--- src/hdl/msb_pkg.sv ---
// Purpose: Shared constants and types for the status and coil bank.
// Assumes: One system clock, asynchronous active-high reset.
// Notes:   Addresses are 0-based decimal point numbers of each table.

package msb_pkg;

  // ************************************************************
  // Widths
  // ************************************************************
  localparam int ADDR_W = 8;
  localparam int SEQ_N  = 100;
  localparam int CTRL_N = 12;
  localparam int STAT_N = 9;

  // ************************************************************
  // Discrete input addresses
  // ************************************************************
  localparam logic [7:0] DI_RELAY_LINK   = 8'h08;
  localparam logic [7:0] DI_LAMP_LINK    = 8'h09;
  localparam logic [7:0] DI_PANEL_LINK   = 8'h0a;
  localparam logic [7:0] DI_ANALOG_CAL   = 8'h0b;
  localparam logic [7:0] DI_HEALTHY      = 8'h0c;
  localparam logic [7:0] DI_GEN_UNSTABLE = 8'h0d;
  localparam logic [7:0] DI_CAL_ACTIVE   = 8'h0e;
  localparam logic [7:0] DI_SEQ_ACTIVE   = 8'h0f;
  localparam logic [7:0] DI_REG_PRESSURE = 8'h10;

  // ************************************************************
  // Coil addresses
  // ************************************************************
  localparam logic [7:0] COIL_SEQ_LAST   = 8'h63;
  localparam logic [7:0] COIL_PURGE      = 8'h64;
  localparam logic [7:0] COIL_STANDBY    = 8'h65;
  localparam logic [7:0] COIL_CTRL_FIRST = 8'hc8;
  localparam logic [7:0] COIL_CTRL_LAST  = 8'hd3;

  // ************************************************************
  // Reset values
  // ************************************************************
  localparam logic [11:0] CTRL_RESET     = 12'h000;
  localparam logic [8:0]  SYNC_RESET     = 9'h000;

  // Coil map regions
  typedef enum logic [2:0] {
    MSB_RG_NONE    = 3'h0,
    MSB_RG_SEQ     = 3'h1,
    MSB_RG_PURGE   = 3'h3,
    MSB_RG_STANDBY = 3'h2,
    MSB_RG_CTRL    = 3'h6
  } msb_region_t;

  // One access from the master: table, direction, point, value
  typedef struct packed {
    logic              is_coil;
    logic              write;
    logic [ADDR_W-1:0] addr;
    logic              wdata;
  } msb_req_t;

  // Status levels from the instrument, asynchronous to clk
  typedef struct packed {
    logic relay_fail;
    logic lamp_gen_fail;
    logic lamp_photo_fail;
    logic panel_fail;
    logic analog_cal_warn;
    logic healthy;
    logic gen_unstable;
    logic cal_active;
    logic reg_press_warn;
  } msb_status_t;

endpackage

--- src/hdl/msb_bank.sv ---
// Purpose: Single-bit discrete input and coil map seen by a remote master.
// Assumes: Framing is decoded elsewhere; one access per request cycle.
// Notes:   Starts are pulses; sequence, purge and standby coil reads show live activity feedback.

module msb_bank import msb_pkg::*; (
  // Clock and reset
  input  wire logic              clk,
  input  wire logic              rst,
  // Master access port
  input  wire logic              req_valid,
  input  wire msb_req_t          req,
  output logic                   rsp_valid,
  output logic                   rsp_data,
  // Status pins and option strap
  input  wire msb_status_t       status_pins,
  input  wire logic              regulator_opt_fitted,
  // Activity feedback
  input  wire logic [SEQ_N-1:0]  seq_running,
  input  wire logic              purge_active,
  input  wire logic              standby_active,
  // Activity starts
  output logic                   seq_start,
  output logic [6:0]             seq_start_num,
  output logic                   purge_start,
  output logic                   standby_start,
  // Control outputs
  output logic [CTRL_N-1:0]      ctrl_out
);

  // ************************************************************
  // State
  // ************************************************************
  typedef struct packed {
    logic [CTRL_N-1:0] ctrl;
    logic              rsp_valid;
    logic              rsp_data;
    logic              seq_go;
    logic [6:0]        seq_num;
    logic              purge_go;
    logic              standby_go;
    logic              opt_fitted;
    logic              opt_taken;
  } msb_bank_state_t;

  msb_bank_state_t st;
  msb_bank_state_t next_st;
  msb_status_t     stat;
  logic [STAT_N-1:0] stat_bits;

  // ************************************************************
  // Decoders
  // ************************************************************

  // Coil map region of a point address
  function automatic msb_region_t coil_region(input logic [ADDR_W-1:0] a);
    msb_region_t r;
    r = MSB_RG_NONE;
    if (a <= COIL_SEQ_LAST) begin
      r = MSB_RG_SEQ;
    end else if (a == COIL_PURGE) begin
      r = MSB_RG_PURGE;
    end else if (a == COIL_STANDBY) begin
      r = MSB_RG_STANDBY;
    end else if (a >= COIL_CTRL_FIRST && a <= COIL_CTRL_LAST) begin
      r = MSB_RG_CTRL;
    end
    return r;
  endfunction

  // Control output index of a coil in the control range
  function automatic logic [3:0] ctrl_index(input logic [ADDR_W-1:0] a);
    logic [ADDR_W-1:0] d;
    d = a - COIL_CTRL_FIRST;
    return d[3:0];
  endfunction

  // ************************************************************
  // Status synchroniser
  // ************************************************************
  msb_sync u_sync (
    .clk  (clk),
    .rst  (rst),
    .din  (status_pins),
    .dout (stat_bits)
  );

  assign stat = msb_status_t'(stat_bits);

  // ************************************************************
  // Next state
  // ************************************************************

  // Every request answers next cycle; writes answer with 0
  always_comb begin
    msb_region_t rg;
    logic        di;
    rg                 = MSB_RG_NONE;
    di                 = 1'b0;
    next_st            = st;
    next_st.seq_go     = 1'b0;
    next_st.purge_go   = 1'b0;
    next_st.standby_go = 1'b0;
    next_st.rsp_valid  = req_valid;
    next_st.rsp_data   = 1'b0;
    // Strap is caught once after reset release, never during it
    if (!st.opt_taken) begin
      next_st.opt_taken  = 1'b1;
      next_st.opt_fitted = regulator_opt_fitted;
    end
    // Discrete input points; 0-7 belong to other logic and read 0
    case (req.addr)
      DI_RELAY_LINK:   di = stat.relay_fail;
      DI_PANEL_LINK:   di = stat.panel_fail;
      DI_LAMP_LINK:    di = stat.lamp_gen_fail | stat.lamp_photo_fail;
      DI_ANALOG_CAL:   di = stat.analog_cal_warn;
      DI_HEALTHY:      di = stat.healthy;
      DI_GEN_UNSTABLE: di = stat.gen_unstable;
      DI_CAL_ACTIVE:   di = stat.cal_active;
      DI_SEQ_ACTIVE:   di = |seq_running;
      DI_REG_PRESSURE: di = st.opt_fitted & stat.reg_press_warn;
      default:         di = 1'b0;
    endcase
    if (req_valid && req.is_coil) begin
      rg = coil_region(req.addr);
      if (req.write) begin
        // Only a 1 starts activity; a 0 stops nothing
        case (rg)
          MSB_RG_SEQ: begin
            if (req.wdata) begin
              next_st.seq_go  = 1'b1;
              next_st.seq_num = req.addr[6:0];
            end
          end
          MSB_RG_PURGE: begin
            next_st.purge_go = req.wdata;
          end
          MSB_RG_STANDBY: begin
            next_st.standby_go = req.wdata;
          end
          MSB_RG_CTRL: begin
            next_st.ctrl[ctrl_index(req.addr)] = req.wdata;
          end
          default: begin
            next_st.ctrl = st.ctrl;
          end
        endcase
      end else begin
        // Activity coils read live activity, each bit on its own; control coils read back st.ctrl
        case (rg)
          MSB_RG_SEQ:     next_st.rsp_data = seq_running[req.addr[6:0]];
          MSB_RG_PURGE:   next_st.rsp_data = purge_active;
          MSB_RG_STANDBY: next_st.rsp_data = standby_active;
          MSB_RG_CTRL:    next_st.rsp_data = st.ctrl[ctrl_index(req.addr)];
          default:        next_st.rsp_data = 1'b0;
        endcase
      end
    end else if (req_valid && !req.write) begin
      next_st.rsp_data = di;
    end
    // Discrete writes change nothing and answer with 0
    if (req_valid && !req.is_coil && req.write) begin
      next_st.rsp_data = 1'b0;
    end
  end

  // ************************************************************
  // State register
  // ************************************************************
  always_ff @(posedge clk or posedge rst) begin
    if (rst) begin
      st <= '{ctrl: CTRL_RESET, seq_num: 7'h00, default: 1'b0};
    end else begin
      st <= next_st;
    end
  end

  // Outputs straight from state flip-flops
  assign rsp_valid     = st.rsp_valid;
  assign rsp_data      = st.rsp_data;
  assign seq_start     = st.seq_go;
  assign seq_start_num = st.seq_num;
  assign purge_start   = st.purge_go;
  assign standby_start = st.standby_go;
  assign ctrl_out      = st.ctrl;

  // ************************************************************
  // Checks
  // ************************************************************

  // Shorthand for request classes seen at an edge
  logic rd_di;
  logic wr_coil;
  logic rd_coil;
  assign rd_di   = req_valid && !req.is_coil && !req.write;
  assign wr_coil = req_valid && req.is_coil && req.write;
  assign rd_coil = req_valid && req.is_coil && !req.write;

  a_relay_panel_read: assert property (
    @(posedge clk) disable iff (rst)
    rd_di && (req.addr == DI_RELAY_LINK || req.addr == DI_PANEL_LINK)
    |=> rsp_valid && rsp_data == ($past(req.addr) == DI_RELAY_LINK ?
        $past(stat.relay_fail) : $past(stat.panel_fail)))
    else $error("relay or panel warning read wrong");

  a_lamp_link_read: assert property (
    @(posedge clk) disable iff (rst)
    rd_di && req.addr == DI_LAMP_LINK
    |=> rsp_data == ($past(stat.lamp_gen_fail) || $past(stat.lamp_photo_fail)))
    else $error("lamp driver warning read wrong");

  a_cal_warn_read: assert property (
    @(posedge clk) disable iff (rst)
    rd_di && req.addr == DI_ANALOG_CAL |=> rsp_data == $past(stat.analog_cal_warn))
    else $error("analog calibration warning read wrong");

  a_healthy_read: assert property (
    @(posedge clk) disable iff (rst)
    rd_di && req.addr == DI_HEALTHY |=> rsp_valid && rsp_data == $past(stat.healthy))
    else $error("healthy point differs from healthy signal");

  a_gen_unstable_read: assert property (
    @(posedge clk) disable iff (rst)
    rd_di && req.addr == DI_GEN_UNSTABLE |=> rsp_data == $past(stat.gen_unstable))
    else $error("generator unstable read wrong");

  a_pressure_option_gate: assert property (
    @(posedge clk) disable iff (rst)
    rd_di && req.addr == DI_REG_PRESSURE && !st.opt_fitted |=> !rsp_data)
    else $error("pressure warning shown without option");

  a_seq_write_start: assert property (
    @(posedge clk) disable iff (rst)
    wr_coil && req.wdata && req.addr <= COIL_SEQ_LAST
    |=> seq_start && seq_start_num == $past(req.addr[6:0])
    ##1 (seq_start == $past(wr_coil && req.wdata && req.addr <= COIL_SEQ_LAST)))
    else $error("sequence start pulse wrong");

  a_seq_zero_ignored: assert property (
    @(posedge clk) disable iff (rst)
    wr_coil && !req.wdata && req.addr <= COIL_SEQ_LAST
    |=> !seq_start && !purge_start && !standby_start && $stable(ctrl_out))
    else $error("write of 0 to sequence coil had effect");

  a_seq_readback: assert property (
    @(posedge clk) disable iff (rst)
    rd_coil && req.addr <= COIL_SEQ_LAST
    |=> rsp_valid && rsp_data == $past(seq_running[req.addr[6:0]]))
    else $error("sequence coil read does not match activity");

  a_seq_nested_read: assert property (
    @(posedge clk) disable iff (rst)
    rd_coil && req.addr <= COIL_SEQ_LAST && seq_running[req.addr[6:0]]
    && $countones(seq_running) > 1 |=> rsp_data)
    else $error("nested sequence hidden on read");

  a_purge_start: assert property (
    @(posedge clk) disable iff (rst)
    wr_coil && req.addr == COIL_PURGE |=> purge_start == $past(req.wdata))
    else $error("purge start wrong");

  a_purge_read: assert property (
    @(posedge clk) disable iff (rst)
    rd_coil && req.addr == COIL_PURGE |=> rsp_data == $past(purge_active))
    else $error("purge coil read wrong");

  a_standby_start: assert property (
    @(posedge clk) disable iff (rst)
    wr_coil && req.addr == COIL_STANDBY
    |=> standby_start == $past(req.wdata) && !purge_start && !seq_start)
    else $error("standby start wrong");

  a_standby_read: assert property (
    @(posedge clk) disable iff (rst)
    rd_coil && req.addr == COIL_STANDBY |=> rsp_data == $past(standby_active))
    else $error("standby coil read wrong");

  a_ctrl_write_read: assert property (
    @(posedge clk) disable iff (rst)
    wr_coil && req.addr >= COIL_CTRL_FIRST && req.addr <= COIL_CTRL_LAST
    ##1 (rd_coil && req.addr == $past(req.addr))
    |=> rsp_data == $past(req.wdata, 2))
    else $error("control output did not read back written value");

  a_di_write_ignored: assert property (
    @(posedge clk) disable iff (rst)
    req_valid && !req.is_coil && req.write
    |=> $stable(ctrl_out) && !seq_start && !purge_start && !standby_start && !rsp_data)
    else $error("discrete input write had effect");

  a_unmapped_coil: assert property (
    @(posedge clk) disable iff (rst)
    req_valid && req.is_coil
    && ((req.addr > COIL_STANDBY && req.addr < COIL_CTRL_FIRST) || req.addr > COIL_CTRL_LAST)
    |=> !rsp_data && $stable(ctrl_out) && !seq_start && !purge_start && !standby_start)
    else $error("unmapped coil access had effect");

  // Every taken request is answered on the very next edge, never later
  a_answer_next_cycle: assert property (
    @(posedge clk) disable iff (rst)
    rsp_valid == $past(req_valid))
    else $error("answer not one cycle after request");

  a_pressure_option_shown: assert property (
    @(posedge clk) disable iff (rst)
    rd_di && req.addr == DI_REG_PRESSURE && st.opt_fitted
    |=> rsp_data == $past(stat.reg_press_warn))
    else $error("pressure warning hidden with option fitted");

  a_ctrl_write_lands: assert property (
    @(posedge clk) disable iff (rst)
    wr_coil && req.addr >= COIL_CTRL_FIRST && req.addr <= COIL_CTRL_LAST
    |=> ctrl_out[$past(ctrl_index(req.addr))] == $past(req.wdata))
    else $error("control output write did not land");

  a_ctrl_others_kept: assert property (
    @(posedge clk) disable iff (rst)
    !wr_coil |=> $stable(ctrl_out))
    else $error("control outputs moved without a coil write");

  a_seq_active_read: assert property (
    @(posedge clk) disable iff (rst)
    rd_di && req.addr == DI_SEQ_ACTIVE |=> rsp_data == $past(|seq_running))
    else $error("sequence active point read wrong");

  a_cal_active_read: assert property (
    @(posedge clk) disable iff (rst)
    rd_di && req.addr == DI_CAL_ACTIVE |=> rsp_data == $past(stat.cal_active))
    else $error("calibration active point read wrong");

  a_write_answers_zero: assert property (
    @(posedge clk) disable iff (rst)
    req_valid && req.write |=> rsp_valid && !rsp_data)
    else $error("write answered with data");

  // Points below the relay warning belong to other logic and read 0 here
  a_low_points_zero: assert property (
    @(posedge clk) disable iff (rst)
    rd_di && req.addr < DI_RELAY_LINK |=> !rsp_data)
    else $error("low discrete point read nonzero");

endmodule

--- src/hdl/msb_sync.sv ---
// Purpose: Three-stage synchroniser with agreement filter for status pins.
// Assumes: Inputs are slow levels from outside the clk domain.
// Notes:   Output changes only once stages two and three agree.

module msb_sync import msb_pkg::*; (
  // Clock and reset
  input  wire logic              clk,
  input  wire logic              rst,
  // Levels
  input  wire logic [STAT_N-1:0] din,
  output logic      [STAT_N-1:0] dout
);

  typedef struct packed {
    logic [STAT_N-1:0] s1;
    logic [STAT_N-1:0] s2;
    logic [STAT_N-1:0] s3;
    logic [STAT_N-1:0] filt;
  } msb_sync_state_t;

  msb_sync_state_t st;
  msb_sync_state_t next_st;
  logic [STAT_N-1:0] next_filt;

  // Per-bit filter; stage one is only read by stage two
  genvar g;
  generate
    for (g = 0; g < STAT_N; g++) begin : g_bit
      assign next_filt[g] = (st.s2[g] == st.s3[g]) ? st.s3[g] : st.filt[g];
    end
  endgenerate

  // Next state
  always_comb begin
    next_st      = st;
    next_st.s1   = din;
    next_st.s2   = st.s1;
    next_st.s3   = st.s2;
    next_st.filt = next_filt;
  end

  // State register
  always_ff @(posedge clk or posedge rst) begin
    if (rst) begin
      st <= {SYNC_RESET, SYNC_RESET, SYNC_RESET, SYNC_RESET};
    end else begin
      st <= next_st;
    end
  end

  assign dout = st.filt;

endmodule

--- config.mk ---
export PLATFORM = sky130hd
export DESIGN_NAME = msb_bank
export DESIGN_NICKNAME = d
export VERILOG_FILES = /design/src/hdl/msb_pkg.sv /design/src/hdl/msb_bank.sv /design/src/hdl/msb_sync.sv
export SDC_FILE = /design/constraint.sdc
export NUM_CORES = 1
export LEC_CHECK = 0
export BUFFER_PORTS_ARGS = -buffer_cell sky130_fd_sc_hd__buf_2
export CAP_MARGIN = 20
export CORE_AREA = 2 2 87 89
export DETAILED_ROUTE_END_ITERATION = 10
export DIE_AREA = 0 0 89 91
export PLACE_DENSITY = 0.93
export SYNTH_ARGS = -nofsm -noshare
export SYNTH_HDL_FRONTEND = slang
export SYNTH_HIERARCHICAL = 1
export SYNTH_SLANG_ARGS = --single-unit
--- constraint.sdc ---
create_clock -name clk -period 3.12 [get_ports clk]
set_input_delay 0.156 -clock clk [delete_from_list [all_inputs] [get_ports clk]]
set_output_delay 0.156 -clock clk [all_outputs]
set_load 0.02 [all_outputs]
Word-level counts from Yosys, hierarchy flattened
Cells that the tools add are included.

word-level totals
  input bits = 126
  register bits = 62
  word-level logic and storage cells = 89
  output and inout port bits = 24

cells by class
  add/sub/neg operators = 1
  reductions and logical operators = 11
  $lt $le $gt $ge = 6
  multiplexer cells = 24
  equality and inequality tests = 24
  bitwise operators = 2

operator list
  cell                                                         count
  OR reduction 100 bit                                         1
  equality test 8 x 4 -> 1 bit (second input constant)         8
  2-to-1 mux 10 bit                                            2
  equality test 8 x 7 -> 1 bit (second input constant)         2
  2-to-1 mux 8 bit                                             2
  2-to-1 mux 3 bit                                             5
  bitwise mux 12 bit                                           1
  equality test 1 bit                                          9
  2-to-1 mux 1 bit                                             9
  one-hot mux 1 bit (9 select lines)                           1
  equality test 8 x 5 -> 1 bit (second input constant)         1
  >= comparator 8 bit (second input constant)                  1
  <= comparator 8 x 7 -> 1 bit (second input constant)         1
  <= comparator 8 bit (second input constant)                  1
  less-than comparator 7 x 8 -> 1 bit (second input constant)  1
  binary-select mux 1 bit (select 7 bit)                       1
  equality test 3 x 2 -> 1 bit (second input constant)         2
  logical AND 1 bit                                            6
  less-than comparator 4 x 5 -> 1 bit (second input constant)  1
  binary-select mux 1 bit (select 4 bit)                       1
  demux 1 bit (select 4 bit)                                   1
  >= comparator 4 x 1 -> 1 bit (second input constant)         1
  one-hot mux 1 bit (4 select lines)                           1
  AND reduction 4 bit                                          1
  7 further kinds                                              8

Depth between registers and ports, before layout
Gate-level depths: netlist of run 1.

  word-level depth = 12
  gate-level depth with buffers = 9

Cells and area by module
Netlist of run 1, hierarchy kept.

by module, submodules not included
  module    area each (sq um)  instances  seq. area each (sq um)  cells an instance
  msb_bank  2580.0             1          650.6                   251
  msb_sync  1073.5             1          900.9                   55

Least setup slack after synthesis of run 1
Ideal clock, no wire load.

  path kind = input-to-reg
  start point = input req[2] (netlist bit)
  end point = register st, in the netlist rsp_data
  arrival time = 1626 ps
  slack = 1366 ps
  cell stages on the path = 8
  library setup time = 129 ps
  cells stage by stage = buf_6 -> buf_6 -> mux4_2 -> o221a_2 -> o2111ai_1 -> a31oi_1 -> o2111ai_1 -> a31oi_1

RTL lines
  element               RTL line         source
  from (decl)           msb_bank.sv:11   input wire msb_req_t req,
  to (signal assigned)  msb_bank.sv:173  st <= next_st;
  to (decl)             msb_bank.sv:45   msb_bank_state_t st;

==> impl_results.html, run 1 <==
<table>
<tr><th>Metric</th><th>Value</th></tr>
<tr><th colspan="2">Timing</th></tr>
<tr><td>Actual slew at the worst max-slew pin</td><td>676 ps</td></tr>
<tr><td>Fmax</td><td>501 MHz</td></tr>
<tr><td>Final number of hold-violating endpoints</td><td>0</td></tr>
<tr><td>Accumulated negative setup slack</td><td>0 ps</td></tr>
<tr><td>Final worst path period share</td><td>0.640</td></tr>
<tr><td>Setup-violating endpoint count in the final report</td><td>0</td></tr>
<tr><td>Final clock skew</td><td>6.53 ps</td></tr>
<tr><td>RSZ-0062 raised after global routing</td><td>false</td></tr>
<tr><td>Relative slew margins</td><td>0.549</td></tr>
<tr><td>Period minus WS final</td><td>2000 ps</td></tr>
<tr><td>Final count of pins violating max slew</td><td>0</td></tr>
<tr><th colspan="2">Place</th></tr>
<tr><td>Final weighted congestion of routability-driven global placement</td><td>0.950</td></tr>
<tr><td>Total of buffers placed on input and output ports</td><td>149</td></tr>
<tr><td>Half-perimeter wire length of the detailed placement result</td><td>7.99 mm</td></tr>
<tr><th colspan="2">Outcome</th></tr>
<tr><td>Status</td><td>finished, final reports clean</td></tr>
<tr><th colspan="2">Power and ir drop</th></tr>
<tr><td>Share of power burned in combinational logic</td><td>0.210</td></tr>
<tr><td>Final Total Pwr</td><td>0.00191 W</td></tr>
<tr><td>Internal</td><td>0.00136 W</td></tr>
<tr><td>Switching share of total power</td><td>0.291</td></tr>
<tr><td>Clock network power share</td><td>0.326</td></tr>
<tr><td>Relative contribution of sequential cells to total power</td><td>0.464</td></tr>
<tr><td>Maximum resistive drop on vdd</td><td>0.000438 V</td></tr>
<tr><td>Leakage power of the design</td><td>2.09 nW</td></tr>
<tr><td>Sw power</td><td>0.000557 W</td></tr>
<tr><td>Areal power density over the cells</td><td>418 mW/mm^2</td></tr>
<tr><th colspan="2">Worst setup path</th></tr>
<tr><td>CP Data Arrival Time</td><td>2220 ps</td></tr>
<tr><td>Worst path required time</td><td>3350 ps</td></tr>
<tr><td>Startpoint type of the worst setup path</td><td>primary input</td></tr>
<tr><td>Kind of critical path</td><td>in -&gt; reg</td></tr>
<tr><td>Largest stage delay, worst path</td><td>600 ps</td></tr>
<tr><td>Library cell contributing the largest single delay on the critical path</td><td>sky130_fd_sc_hd__mux4_2</td></tr>
<tr><td>Nature of the critical path endpoint</td><td>flop</td></tr>
<tr><td>Sequence of cells on the critical path</td><td>buf_2 &gt; mux4_2 &gt; mux2i_1 &gt; o2111ai_1 &gt; a41oi_1 &gt; a31oi_1 &gt; o2111ai_1 &gt; a31oi_1</td></tr>
<tr><td>Highest net fanout along the worst path</td><td>22</td></tr>
<tr><th colspan="2">Drt</th></tr>
<tr><td>Detailed-routing iteration count for the pre-antenna-repair pass</td><td>4</td></tr>
<tr><td>Residual antenna-violating net count after detailed routing</td><td>0</td></tr>
<tr><td>DRC Markers</td><td>0</td></tr>
<tr><td>First-iteration detailed-routing DRC count</td><td>244</td></tr>
<tr><td>Number of vias per cell</td><td>5.67</td></tr>
<tr><td>Detailed-route wire length</td><td>10.0 mm</td></tr>
<tr><td>Total via count in the routed design</td><td>3081</td></tr>
<tr><td>Wirelength per Cell</td><td>18.5 um</td></tr>
<tr><th colspan="2">Layout</th></tr>
<tr><td>Filler cell count</td><td>592</td></tr>
<tr><td>Area of combinational cells with multiple inputs</td><td>0.00178 sq mm</td></tr>
<tr><td>Share of layout cells above drive strength 1</td><td>0.524</td></tr>
<tr><td>Combined flip-flop and latch cell area</td><td>0.00155 sq mm</td></tr>
<tr><td>Area growth from synthesis to layout</td><td>25.4%</td></tr>
<tr><td>Final net count</td><td>564</td></tr>
<tr><th colspan="2">Floorplan</th></tr>
<tr><td>Width of the chip</td><td>89 um</td></tr>
<tr><td>Floorplan die height</td><td>91 um</td></tr>
<tr><td>Core ar.</td><td>0.00714 sq mm</td></tr>
<tr><td>Total Die Area</td><td>0.00810 sq mm</td></tr>
<tr><td>Number of primary I/O pins</td><td>150</td></tr>
<tr><td>Effective utilization at floorplan</td><td>0.512</td></tr>
<tr><td>Site row count</td><td>31</td></tr>
<tr><th colspan="2">Yosys</th></tr>
<tr><td>#FFs+latches synth</td><td>62</td></tr>
<tr><td>Number of distinct library cell variants in the gate-level netlist after synthesis</td><td>42</td></tr>
<tr><td>Summed instance area of the synthesized netlist</td><td>0.00365 sq mm</td></tr>
<tr><td>Warnings, synthesis</td><td>6</td></tr>
<tr><td>Post-synthesis net count</td><td>432</td></tr>
<tr><td>Count of flip-flops with a built-in enable after synthesis</td><td>0</td></tr>
<tr><td>Mean instance size in the synthesized netlist</td><td>11.9 sq um</td></tr>
<tr><td>Most used flip-flop cell after synthesis</td><td>sky130_fd_sc_hd__dfrtp_1</td></tr>
<tr><td>Async set-reset flop share out of synthesis</td><td>1.00</td></tr>
<tr><td>Post-synthesis sequential area ratio</td><td>0.425</td></tr>
<tr><td>Post-Syn Instances</td><td>306</td></tr>
<tr><th colspan="2">CTS</th></tr>
<tr><td>Worst skew pair latency</td><td>340 ps</td></tr>
<tr><td>Maximum number of buffers from clock root to sink</td><td>2</td></tr>
<tr><td>Clock-pin slew on the worst setup and hold paths</td><td>70 ps</td></tr>
<tr><td>CTS sink cnt</td><td>62</td></tr>
<tr><td>TritonCTS clock tree</td><td>done</td></tr>
<tr><td>Number of buffers created by CTS</td><td>9</td></tr>
<tr><td>Number of cells upsized or downsized after cts</td><td>0</td></tr>
<tr><td>CTS Root Cell</td><td>sky130_fd_sc_hd__clkbuf_8</td></tr>
<tr><td>Number of buffers inserted by post-CTS setup repair</td><td>0</td></tr>
<tr><td>H-tree Lvls</td><td>3</td></tr>
<tr><th colspan="2">Global routing</th></tr>
<tr><td>Maximum number of pins on one net before global-route repair</td><td>37</td></tr>
<tr><td>Sum of overflow across all layers after global routing</td><td>0</td></tr>
<tr><td>Global router's overall resource usage</td><td>0.265</td></tr>
<tr><td>Antenna violations before repair</td><td>1</td></tr>
<tr><td>Via count of the first global-routing pass</td><td>3238</td></tr>
<tr><td>First-pass GRT wire length</td><td>16.3 mm</td></tr>
<tr><th colspan="2">Flow run</th></tr>
<tr><td># Max-Cap Violations</td><td>0</td></tr>
<tr><th colspan="2">Min path</th></tr>
<tr><td>Worst hold-check path type</td><td>in -&gt; reg</td></tr>
</table>
-- per-layer routing --
layer	vias to the layer above	track usage	wire, um
met5	-	0	0
met4	0	0.0684	265
met3	21	0.0855	668
met2	144	0.433	5170
met1	1496	0.341	3950
li1	1420	-	-
-- synth_stat cells, types with 2 or more instances --
cell                         n  area (sq um)
sky130_fd_sc_hd__inv_1       2          7.51
sky130_fd_sc_hd__o21ai_0     2          10.0
sky130_fd_sc_hd__buf_2       4          20.0
sky130_fd_sc_hd__nor2_1     11          41.3
sky130_fd_sc_hd__buf_6       2          22.5
sky130_fd_sc_hd__dfrtp_1    62          1550
sky130_fd_sc_hd__o22ai_1     2          12.5
sky130_fd_sc_hd__mux2i_1    10           100
sky130_fd_sc_hd__buf_4      31           233
sky130_fd_sc_hd__clkbuf_1    8          30.0
sky130_fd_sc_hd__a21oi_1     2          10.0
sky130_fd_sc_hd__nand2b_1    5          31.3
sky130_fd_sc_hd__mux2_2     20           225
sky130_fd_sc_hd__o2111ai_1   3          26.3
sky130_fd_sc_hd__nand3_1    11          55.1
sky130_fd_sc_hd__nor2b_1     3          18.8
sky130_fd_sc_hd__nor3_1      6          30.0
sky130_fd_sc_hd__nand2_1    23          86.3
sky130_fd_sc_hd__a31oi_1     4          25.0
sky130_fd_sc_hd__mux4_2     27           608
sky130_fd_sc_hd__maj3_2      9           101
sky130_fd_sc_hd__mux2_1      2          22.5
sky130_fd_sc_hd__nor4_1     29           181
sky130_fd_sc_hd__nand4_1     8          50.1
sky130_fd_sc_hd__nand3b_1    3          22.5
-- path summary, 6_finish.rpt --
kind	endpoint	slack [ps]	from	cells after the start
worst max register to register	rsp_data$_DFF_PP0_	1430	ctrl_out[3]$_DFFE_PP0P_	7
worst min-delay path	st[1]$_DFFE_PP0N_	100	regulator_opt_fitted	2
min in group asynchronous	ctrl_out[7]$_DFFE_PP0P_	280	rst	3
max in group asynchronous	u_sync/dout[1]$_DFFE_PP0N_	2350	rst	4
worst min register to register	u_sync/next_st[10]$_DFF_PP0_	350	u_sync/next_st[19]$_DFF_PP0_	0
worst max-delay path	rsp_data$_DFF_PP0_	1120	req[2]	8
-- state kept, by name (all words and copies together), names as in the netlist --
| register | count |
|---|---|
| u_sync/dout | 9 |
| u_sync/next_st | 18 |
| seq_start_num | 7 |
| ctrl_out | 12 |
| u_sync/st | 9 |
| standby_start | 1 |
| rsp_data | 1 |
| rsp_valid | 1 |
| st | 2 |
| seq_start | 1 |
| purge_start | 1 |
-- cells by family after synthesis --
logic type | share of synthesized area
compound gates | 0.0397
simple gates | 0.158
flops | 0.425
other cells | 0.00103
mux | 0.262
fa+ha+maj | 0.0277
buf+inv | 0.0877
-- worst max-delay path: cells and delay by family --
family | cells | cell delay, ps
buffers and inverters | 1 | 530
multiplexers | 2 | 760
AO/OA/AOI/OAI | 5 | 770
-- placed cells by master (no fill, tap or decap), types with 2 or more instances in the layout --
cell and count:
sky130_fd_sc_hd__inv_1 2, sky130_fd_sc_hd__mux2_2 20, sky130_fd_sc_hd__nand3_1 11, sky130_fd_sc_hd__nor4_1 29, sky130_fd_sc_hd__nand2b_1 5, sky130_fd_sc_hd__nand2_1 23
sky130_fd_sc_hd__maj3_2 9, sky130_fd_sc_hd__nor2b_1 3, sky130_fd_sc_hd__mux2i_1 10, sky130_fd_sc_hd__nor3_1 6, sky130_fd_sc_hd__nand3b_1 3, sky130_fd_sc_hd__mux4_2 27
sky130_fd_sc_hd__buf_2 149, sky130_fd_sc_hd__a31oi_1 4, sky130_fd_sc_hd__nor2_1 11, sky130_fd_sc_hd__o21ai_0 2, sky130_fd_sc_hd__clkbuf_8 9, sky130_fd_sc_hd__o2111ai_1 3
sky130_fd_sc_hd__o22ai_1 2, sky130_fd_sc_hd__a21oi_1 2, sky130_fd_sc_hd__inv_6 3, sky130_fd_sc_hd__buf_4 5, sky130_fd_sc_hd__dfrtp_1 62, sky130_fd_sc_hd__dlygate4sd3_1 12
sky130_fd_sc_hd__mux2_1 2, sky130_fd_sc_hd__nand4_1 8, sky130_fd_sc_hd__clkinvlp_4 4
-- through the flow --
stage | instances | instance area [sq um] | setup WS (ps) | hold slack [ps] | util
final | 543 | 4580 | 1120 | 101 | 0.642
after global routing | 543 | 4580 | 881 | 88.3 | 0.642
after CTS | 541 | 4550 | 1110 | 63.2 | 0.638
after detailed placement | 513 | 4250 | 749 | 265 | 0.596
after global placement | 513 | 4250 | 772 | 265 | 0.596
after floorplan | 306 | 3650 | 1370 | 187 | -
-- timing repair --
action | in CTS | in global routing
setup endpoints to repair | 0 | 0
endpoints found under the hold margin | 47 | 0
hold buffers | 12 | 0
-- cell type report --
| type | count | area share |
|---|---|---|
| Multi-Input combinational cell | 195 | 0.389 |
| Sequential cell | 62 | 0.339 |
| Clock inverter | 7 | 0.0123 |
| Clock buffer | 9 | 0.0270 |
| Timing Repair Buffer | 167 | 0.203 |
| Antenna cell | 1 | 0.000546 |
| Tap cell | 99 | 0.0270 |
| Inverter | 3 | 0.00246 |
-- power by group through the flow --
stage               sequential, W  combinational, W  clock [W]
floorplan                0.000897          0.000273          0
global placement         0.000899          0.000379          0
detailed placement       0.000905          0.000384          0
CTS                      0.000889          0.000397   0.000640
global route             0.000895          0.000437   0.000682
finish                   0.000889          0.000401   0.000623
Note: power is estimated with default switching activity, not from simulation.
==> run 2, diff against run 1 <==
- CORE_AREA: 2 2 87 89 -> 2 2 90 92
- DIE_AREA: 0 0 89 91 -> 0 0 92 94
- PLACE_DENSITY: 0.93 -> 0.88
- clock period: 3.12 -> 2 ns (I/O delays scaled with it)
==> run 2 against run 1 <==
  * Sequential power rose by 56%
  * Die area rose by 6.8%
  * Cell area rose by 3.0%
  * Final cell count rose by 2.0%
  * Sequential share of layout area fell by 0.99 points
  * Clock-buffer cell count rose by 1
  * Total power rose by 65%
  * Non-clock buffer count rose by 9
  * Critical path type unchanged
  * Critical path depth fell by 1
  * Largest power group unchanged
  * Highest routed layer unchanged
  * Critical endpoint is now ctrl_out[0]$_DFFE_PP0P_
==> impl_results.html, run 2 (synthesized netlist as in run 1, its figures left out) <==
<table>
<tr><th>Metric</th><th>Value</th></tr>
<tr><th colspan="2">CTS</th></tr>
<tr><td>Number of buffers created by CTS</td><td>9 (unchanged)</td></tr>
<tr><td>Maximum number of buffers from clock root to sink</td><td>2 (unchanged)</td></tr>
<tr><td>TritonCTS clock tree</td><td>done (unchanged)</td></tr>
<tr><td>Clock-pin slew on the worst setup and hold paths</td><td>70 ps (about the same)</td></tr>
<tr><td>CTS sink cnt</td><td>62 (unchanged)</td></tr>
<tr><td>Worst skew pair latency</td><td>340 ps (about the same)</td></tr>
<tr><td>CTS Root Cell</td><td>sky130_fd_sc_hd__clkbuf_8 (unchanged)</td></tr>
<tr><td>H-tree Lvls</td><td>3 (unchanged)</td></tr>
<tr><td>Number of cells upsized or downsized after cts</td><td>0 (unchanged)</td></tr>
<tr><th colspan="2">Power and ir drop</th></tr>
<tr><td>Areal power density over the cells</td><td>668 mW/mm^2 (was 418 mW/mm^2)</td></tr>
<tr><td>Relative contribution of sequential cells to total power</td><td>0.440 (was 0.464)</td></tr>
<tr><td>Internal</td><td>0.00229 W (was 0.00136 W)</td></tr>
<tr><td>Leakage power of the design</td><td>2.16 nW (was 2.09 nW)</td></tr>
<tr><td>Maximum resistive drop on vdd</td><td>0.000583 V (was 0.000438 V)</td></tr>
<tr><td>Switching share of total power</td><td>0.274 (was 0.291)</td></tr>
<tr><td>Sw power</td><td>0.000865 W (was 0.000557 W)</td></tr>
<tr><td>Share of power burned in combinational logic</td><td>0.207 (was 0.210)</td></tr>
<tr><td>Clock network power share</td><td>0.353 (was 0.326)</td></tr>
<tr><th colspan="2">Layout</th></tr>
<tr><td>Antenna diodes</td><td>0 (was 1)</td></tr>
<tr><td>Commonest non-fill, non-tap cell in the layout</td><td>sky130_fd_sc_hd__buf_2 (unchanged)</td></tr>
<tr><td>Largest register FFs</td><td>18 (unchanged)</td></tr>
<tr><td>Final net count</td><td>573 (was 564)</td></tr>
<tr><td>Commonest cells after routing, fill and taps aside</td><td>149 x sky130_fd_sc_hd__buf_2, 62 x sky130_fd_sc_hd__dfrtp_1, 29 x sky130_fd_sc_hd__nor4_1 (unchanged)</td></tr>
<tr><td>End-of-flow core utilization</td><td>0.620 (was 0.642)</td></tr>
<tr><td>Share of layout cells above drive strength 1</td><td>0.531 (was 0.524)</td></tr>
<tr><td>Area growth from synthesis to layout</td><td>29.2% (was 25.4%)</td></tr>
<tr><td>Filler cell count</td><td>634 (was 592)</td></tr>
<tr><th colspan="2">Floorplan</th></tr>
<tr><td>Effective utilization at floorplan</td><td>0.480 (was 0.512)</td></tr>
<tr><td>Total Die Area</td><td>0.00865 sq mm (was 0.00810 sq mm)</td></tr>
<tr><td>Width of the chip</td><td>92 um (was 89 um)</td></tr>
<tr><td>Core ar.</td><td>0.00761 sq mm (was 0.00714 sq mm)</td></tr>
<tr><td>Site row count</td><td>32 (was 31)</td></tr>
<tr><td>Number of primary I/O pins</td><td>150 (unchanged)</td></tr>
<tr><td>Floorplan die height</td><td>94 um (was 91 um)</td></tr>
<tr><th colspan="2">Worst setup path</th></tr>
<tr><td>Kind of critical path</td><td>in -&gt; reg (unchanged)</td></tr>
<tr><td>Worst path required time</td><td>2220 ps (was 3350 ps)</td></tr>
<tr><td>Sequence of cells on the critical path</td><td>dlygate4sd3_1 &gt; buf_2 &gt; and3_1 &gt; nand4_1 &gt; or3_4 &gt; nor3_1 &gt; mux2_1 (was buf_2 &gt; mux4_2 &gt; mux2i_1 &gt; o2111ai_1 &gt; a41oi_1 &gt; a31oi_1 &gt; o2111ai_1 &gt; a31oi_1)</td></tr>
<tr><td>CP Data Arrival Time</td><td>1990 ps (was 2220 ps)</td></tr>
<tr><td>R2r startpoint</td><td>ctrl_out[11]$_DFFE_PP0P_ (was ctrl_out[3]$_DFFE_PP0P_)</td></tr>
<tr><td>Cell count of the worst reg-to-reg path</td><td>7 (unchanged)</td></tr>
<tr><td>Last element of the critical path</td><td>ctrl_out[0]$_DFFE_PP0P_ (was rsp_data$_DFF_PP0_)</td></tr>
<tr><td>Startpoint type of the worst setup path</td><td>primary input (unchanged)</td></tr>
<tr><td>Critical path buffer and inverter count</td><td>2 (was 1)</td></tr>
<tr><td>Reg-to-reg setup timing slack</td><td>270 ps (was 1430 ps)</td></tr>
<tr><td>Worst setup path startpoint</td><td>req_valid (was req[2])</td></tr>
<tr><td>Nature of the critical path endpoint</td><td>flop (unchanged)</td></tr>
<tr><td>Highest net fanout along the worst path</td><td>4 (was 22)</td></tr>
<tr><td>Endpoint of the worst register-to-register path</td><td>rsp_data$_DFF_PP0_ (unchanged)</td></tr>
<tr><td>Largest stage delay, worst path</td><td>520 ps (was 600 ps)</td></tr>
<tr><td>Cell type group with the largest total delay on the critical path</td><td>simple AND/OR/NAND/NOR gates (was compound AO/OA/AOI/OAI gates)</td></tr>
<tr><td>Critical path depth</td><td>7 (was 8)</td></tr>
<tr><td>Library cell contributing the largest single delay on the critical path</td><td>sky130_fd_sc_hd__dlygate4sd3_1 (was sky130_fd_sc_hd__mux4_2)</td></tr>
<tr><th colspan="2">Place</th></tr>
<tr><td>Final weighted congestion of routability-driven global placement</td><td>0.999 (was 0.950)</td></tr>
<tr><td>Half-perimeter wire length of the detailed placement result</td><td>8.14 mm (was 7.99 mm)</td></tr>
<tr><td>Total of buffers placed on input and output ports</td><td>149 (unchanged)</td></tr>
<tr><th colspan="2">Timing</th></tr>
<tr><td>Accumulated negative setup slack</td><td>0 ps (unchanged)</td></tr>
<tr><td>Final worst path period share</td><td>0.882</td></tr>
<tr><td>Setup-violating endpoint count in the final report</td><td>0 (unchanged)</td></tr>
<tr><td>Relative slew margins</td><td>0.666 (was 0.549)</td></tr>
<tr><td>Fmax</td><td>567 MHz</td></tr>
<tr><td>Period minus WS final</td><td>1760 ps</td></tr>
<tr><td>Final number of hold-violating endpoints</td><td>0 (unchanged)</td></tr>
<tr><td>Final clock skew</td><td>4.81 ps (was 6.53 ps)</td></tr>
<tr><td>Final count of pins violating max slew</td><td>0 (unchanged)</td></tr>
<tr><td>Actual slew at the worst max-slew pin</td><td>497 ps (was 676 ps)</td></tr>
<tr><td>RSZ-0062 raised after global routing</td><td>false (unchanged)</td></tr>
<tr><th colspan="2">Global routing</th></tr>
<tr><td>Global router's overall resource usage</td><td>0.248 (was 0.265)</td></tr>
<tr><td>Maximum number of pins on one net before global-route repair</td><td>37 (unchanged)</td></tr>
<tr><td>Antenna violations before repair</td><td>0 (was 1)</td></tr>
<tr><td>First-pass GRT wire length</td><td>16.3 mm (about the same)</td></tr>
<tr><td>Via count of the first global-routing pass</td><td>3264 (was 3238)</td></tr>
<tr><td>Sum of overflow across all layers after global routing</td><td>0 (unchanged)</td></tr>
<tr><th colspan="2">Drt</th></tr>
<tr><td>Detailed-routing iteration count for the pre-antenna-repair pass</td><td>5 (was 4)</td></tr>
<tr><td>Detailed-route wire length</td><td>10.4 mm (was 10.0 mm)</td></tr>
<tr><td>Residual antenna-violating net count after detailed routing</td><td>0 (unchanged)</td></tr>
<tr><td>First-iteration detailed-routing DRC count</td><td>214 (was 244)</td></tr>
<tr><td>DRC Markers</td><td>0 (unchanged)</td></tr>
<tr><td>Wirelength per Cell</td><td>18.7 um (was 18.5 um)</td></tr>
<tr><td>Number of vias per cell</td><td>5.72 (was 5.67)</td></tr>
<tr><td>Total via count in the routed design</td><td>3167 (was 3081)</td></tr>
<tr><th colspan="2">Outcome</th></tr>
<tr><td>Status</td><td>finished, final reports clean (unchanged)</td></tr>
<tr><th colspan="2">Flow run</th></tr>
<tr><td># Max-Cap Violations</td><td>0 (unchanged)</td></tr>
<tr><th colspan="2">Min path</th></tr>
<tr><td>Worst hold-check path type</td><td>in -&gt; reg (unchanged)</td></tr>
</table>
==> run 2: worst register-to-register path, delay by kind of cell (launching register included) <==
family	cells	cell delay, ps
flip-flops	1	400
multiplexers	1	470
AND/OR/NAND/NOR	1	80
AO/OA/AOI/OAI	5	660
==> run 2: worst min-delay path by stage <==
stage | slack (ps) | startpoint | end | cells past startpoint
finish | 110 | req[10] | rsp_data$_DFF_PP0_ | 3
global placement | 210 | status_pins[3] | u_sync/next_st[21]$_DFF_PP0_ | 1
floorplan | 130 | req_valid | rsp_valid$_DFF_PP0_ | 0
global route | 100 | req[10] | rsp_data$_DFF_PP0_ | 3
CTS | 7 | regulator_opt_fitted | st[1]$_DFFE_PP0N_ | 2
detailed placement | 210 | status_pins[4] | u_sync/next_st[22]$_DFF_PP0_ | 1
==> run 2: layer usage <==
layer / global-route usage / up-vias / routed length (um)
li1: - / 1439 / -
met1: 0.307 / 1561 / 4180
met2: 0.428 / 153 / 5380
met3: 0.0642 / 14 / 679
met4: 0.0796 / 0 / 122
met5: 0 / - / 0
==> run 2: per-stage QoR <==
step	instances	total power (W)	hold WS [ps]	setup WS, ps	area [sq um]
CTS	552	0.00318	6.86	268	4680
global placement	524	0.00202	208	64.2	4350
finish	554	0.00315	109	237	4720
global route	554	0.00331	104	161	4720
floorplan	306	0.00182	131	302	3650
detailed placement	524	0.00203	209	19.3	4350
==> run 2: cell type report <==
class	count	area (sq um)	area share
Sequential cell	62	1550	0.329
Clock buffer	10	138	0.0292
Clock inverter	6	71.3	0.0151
Multi-Input combinational cell	195	1780	0.378
Timing Repair Buffer	176	1040	0.220
Inverter	3	11.3	0.00239
Tap cell	102	128	0.0270
==> run 2: what timing repair did <==
| action | in CTS | in global routing |
|---|---|---|
| endpoints found under the hold margin | 47 | 1 |
| buffers inserted | 0 | 0 |
| hold buffers | 12 | 1 |
| setup endpoints to repair | 0 | 0 |
==> run 2: power by group through the flow <==
stage / Combinational [W] / Clock [W] / Sequential [W]
final: 0.000653 / 0.00111 / 0.00139
after global routing: 0.000702 / 0.00121 / 0.00140
after CTS: 0.000643 / 0.00115 / 0.00139
after detailed placement: 0.000622 / 0 / 0.00141
after global placement: 0.000619 / 0 / 0.00140
after floorplan: 0.000426 / 0 / 0.00140
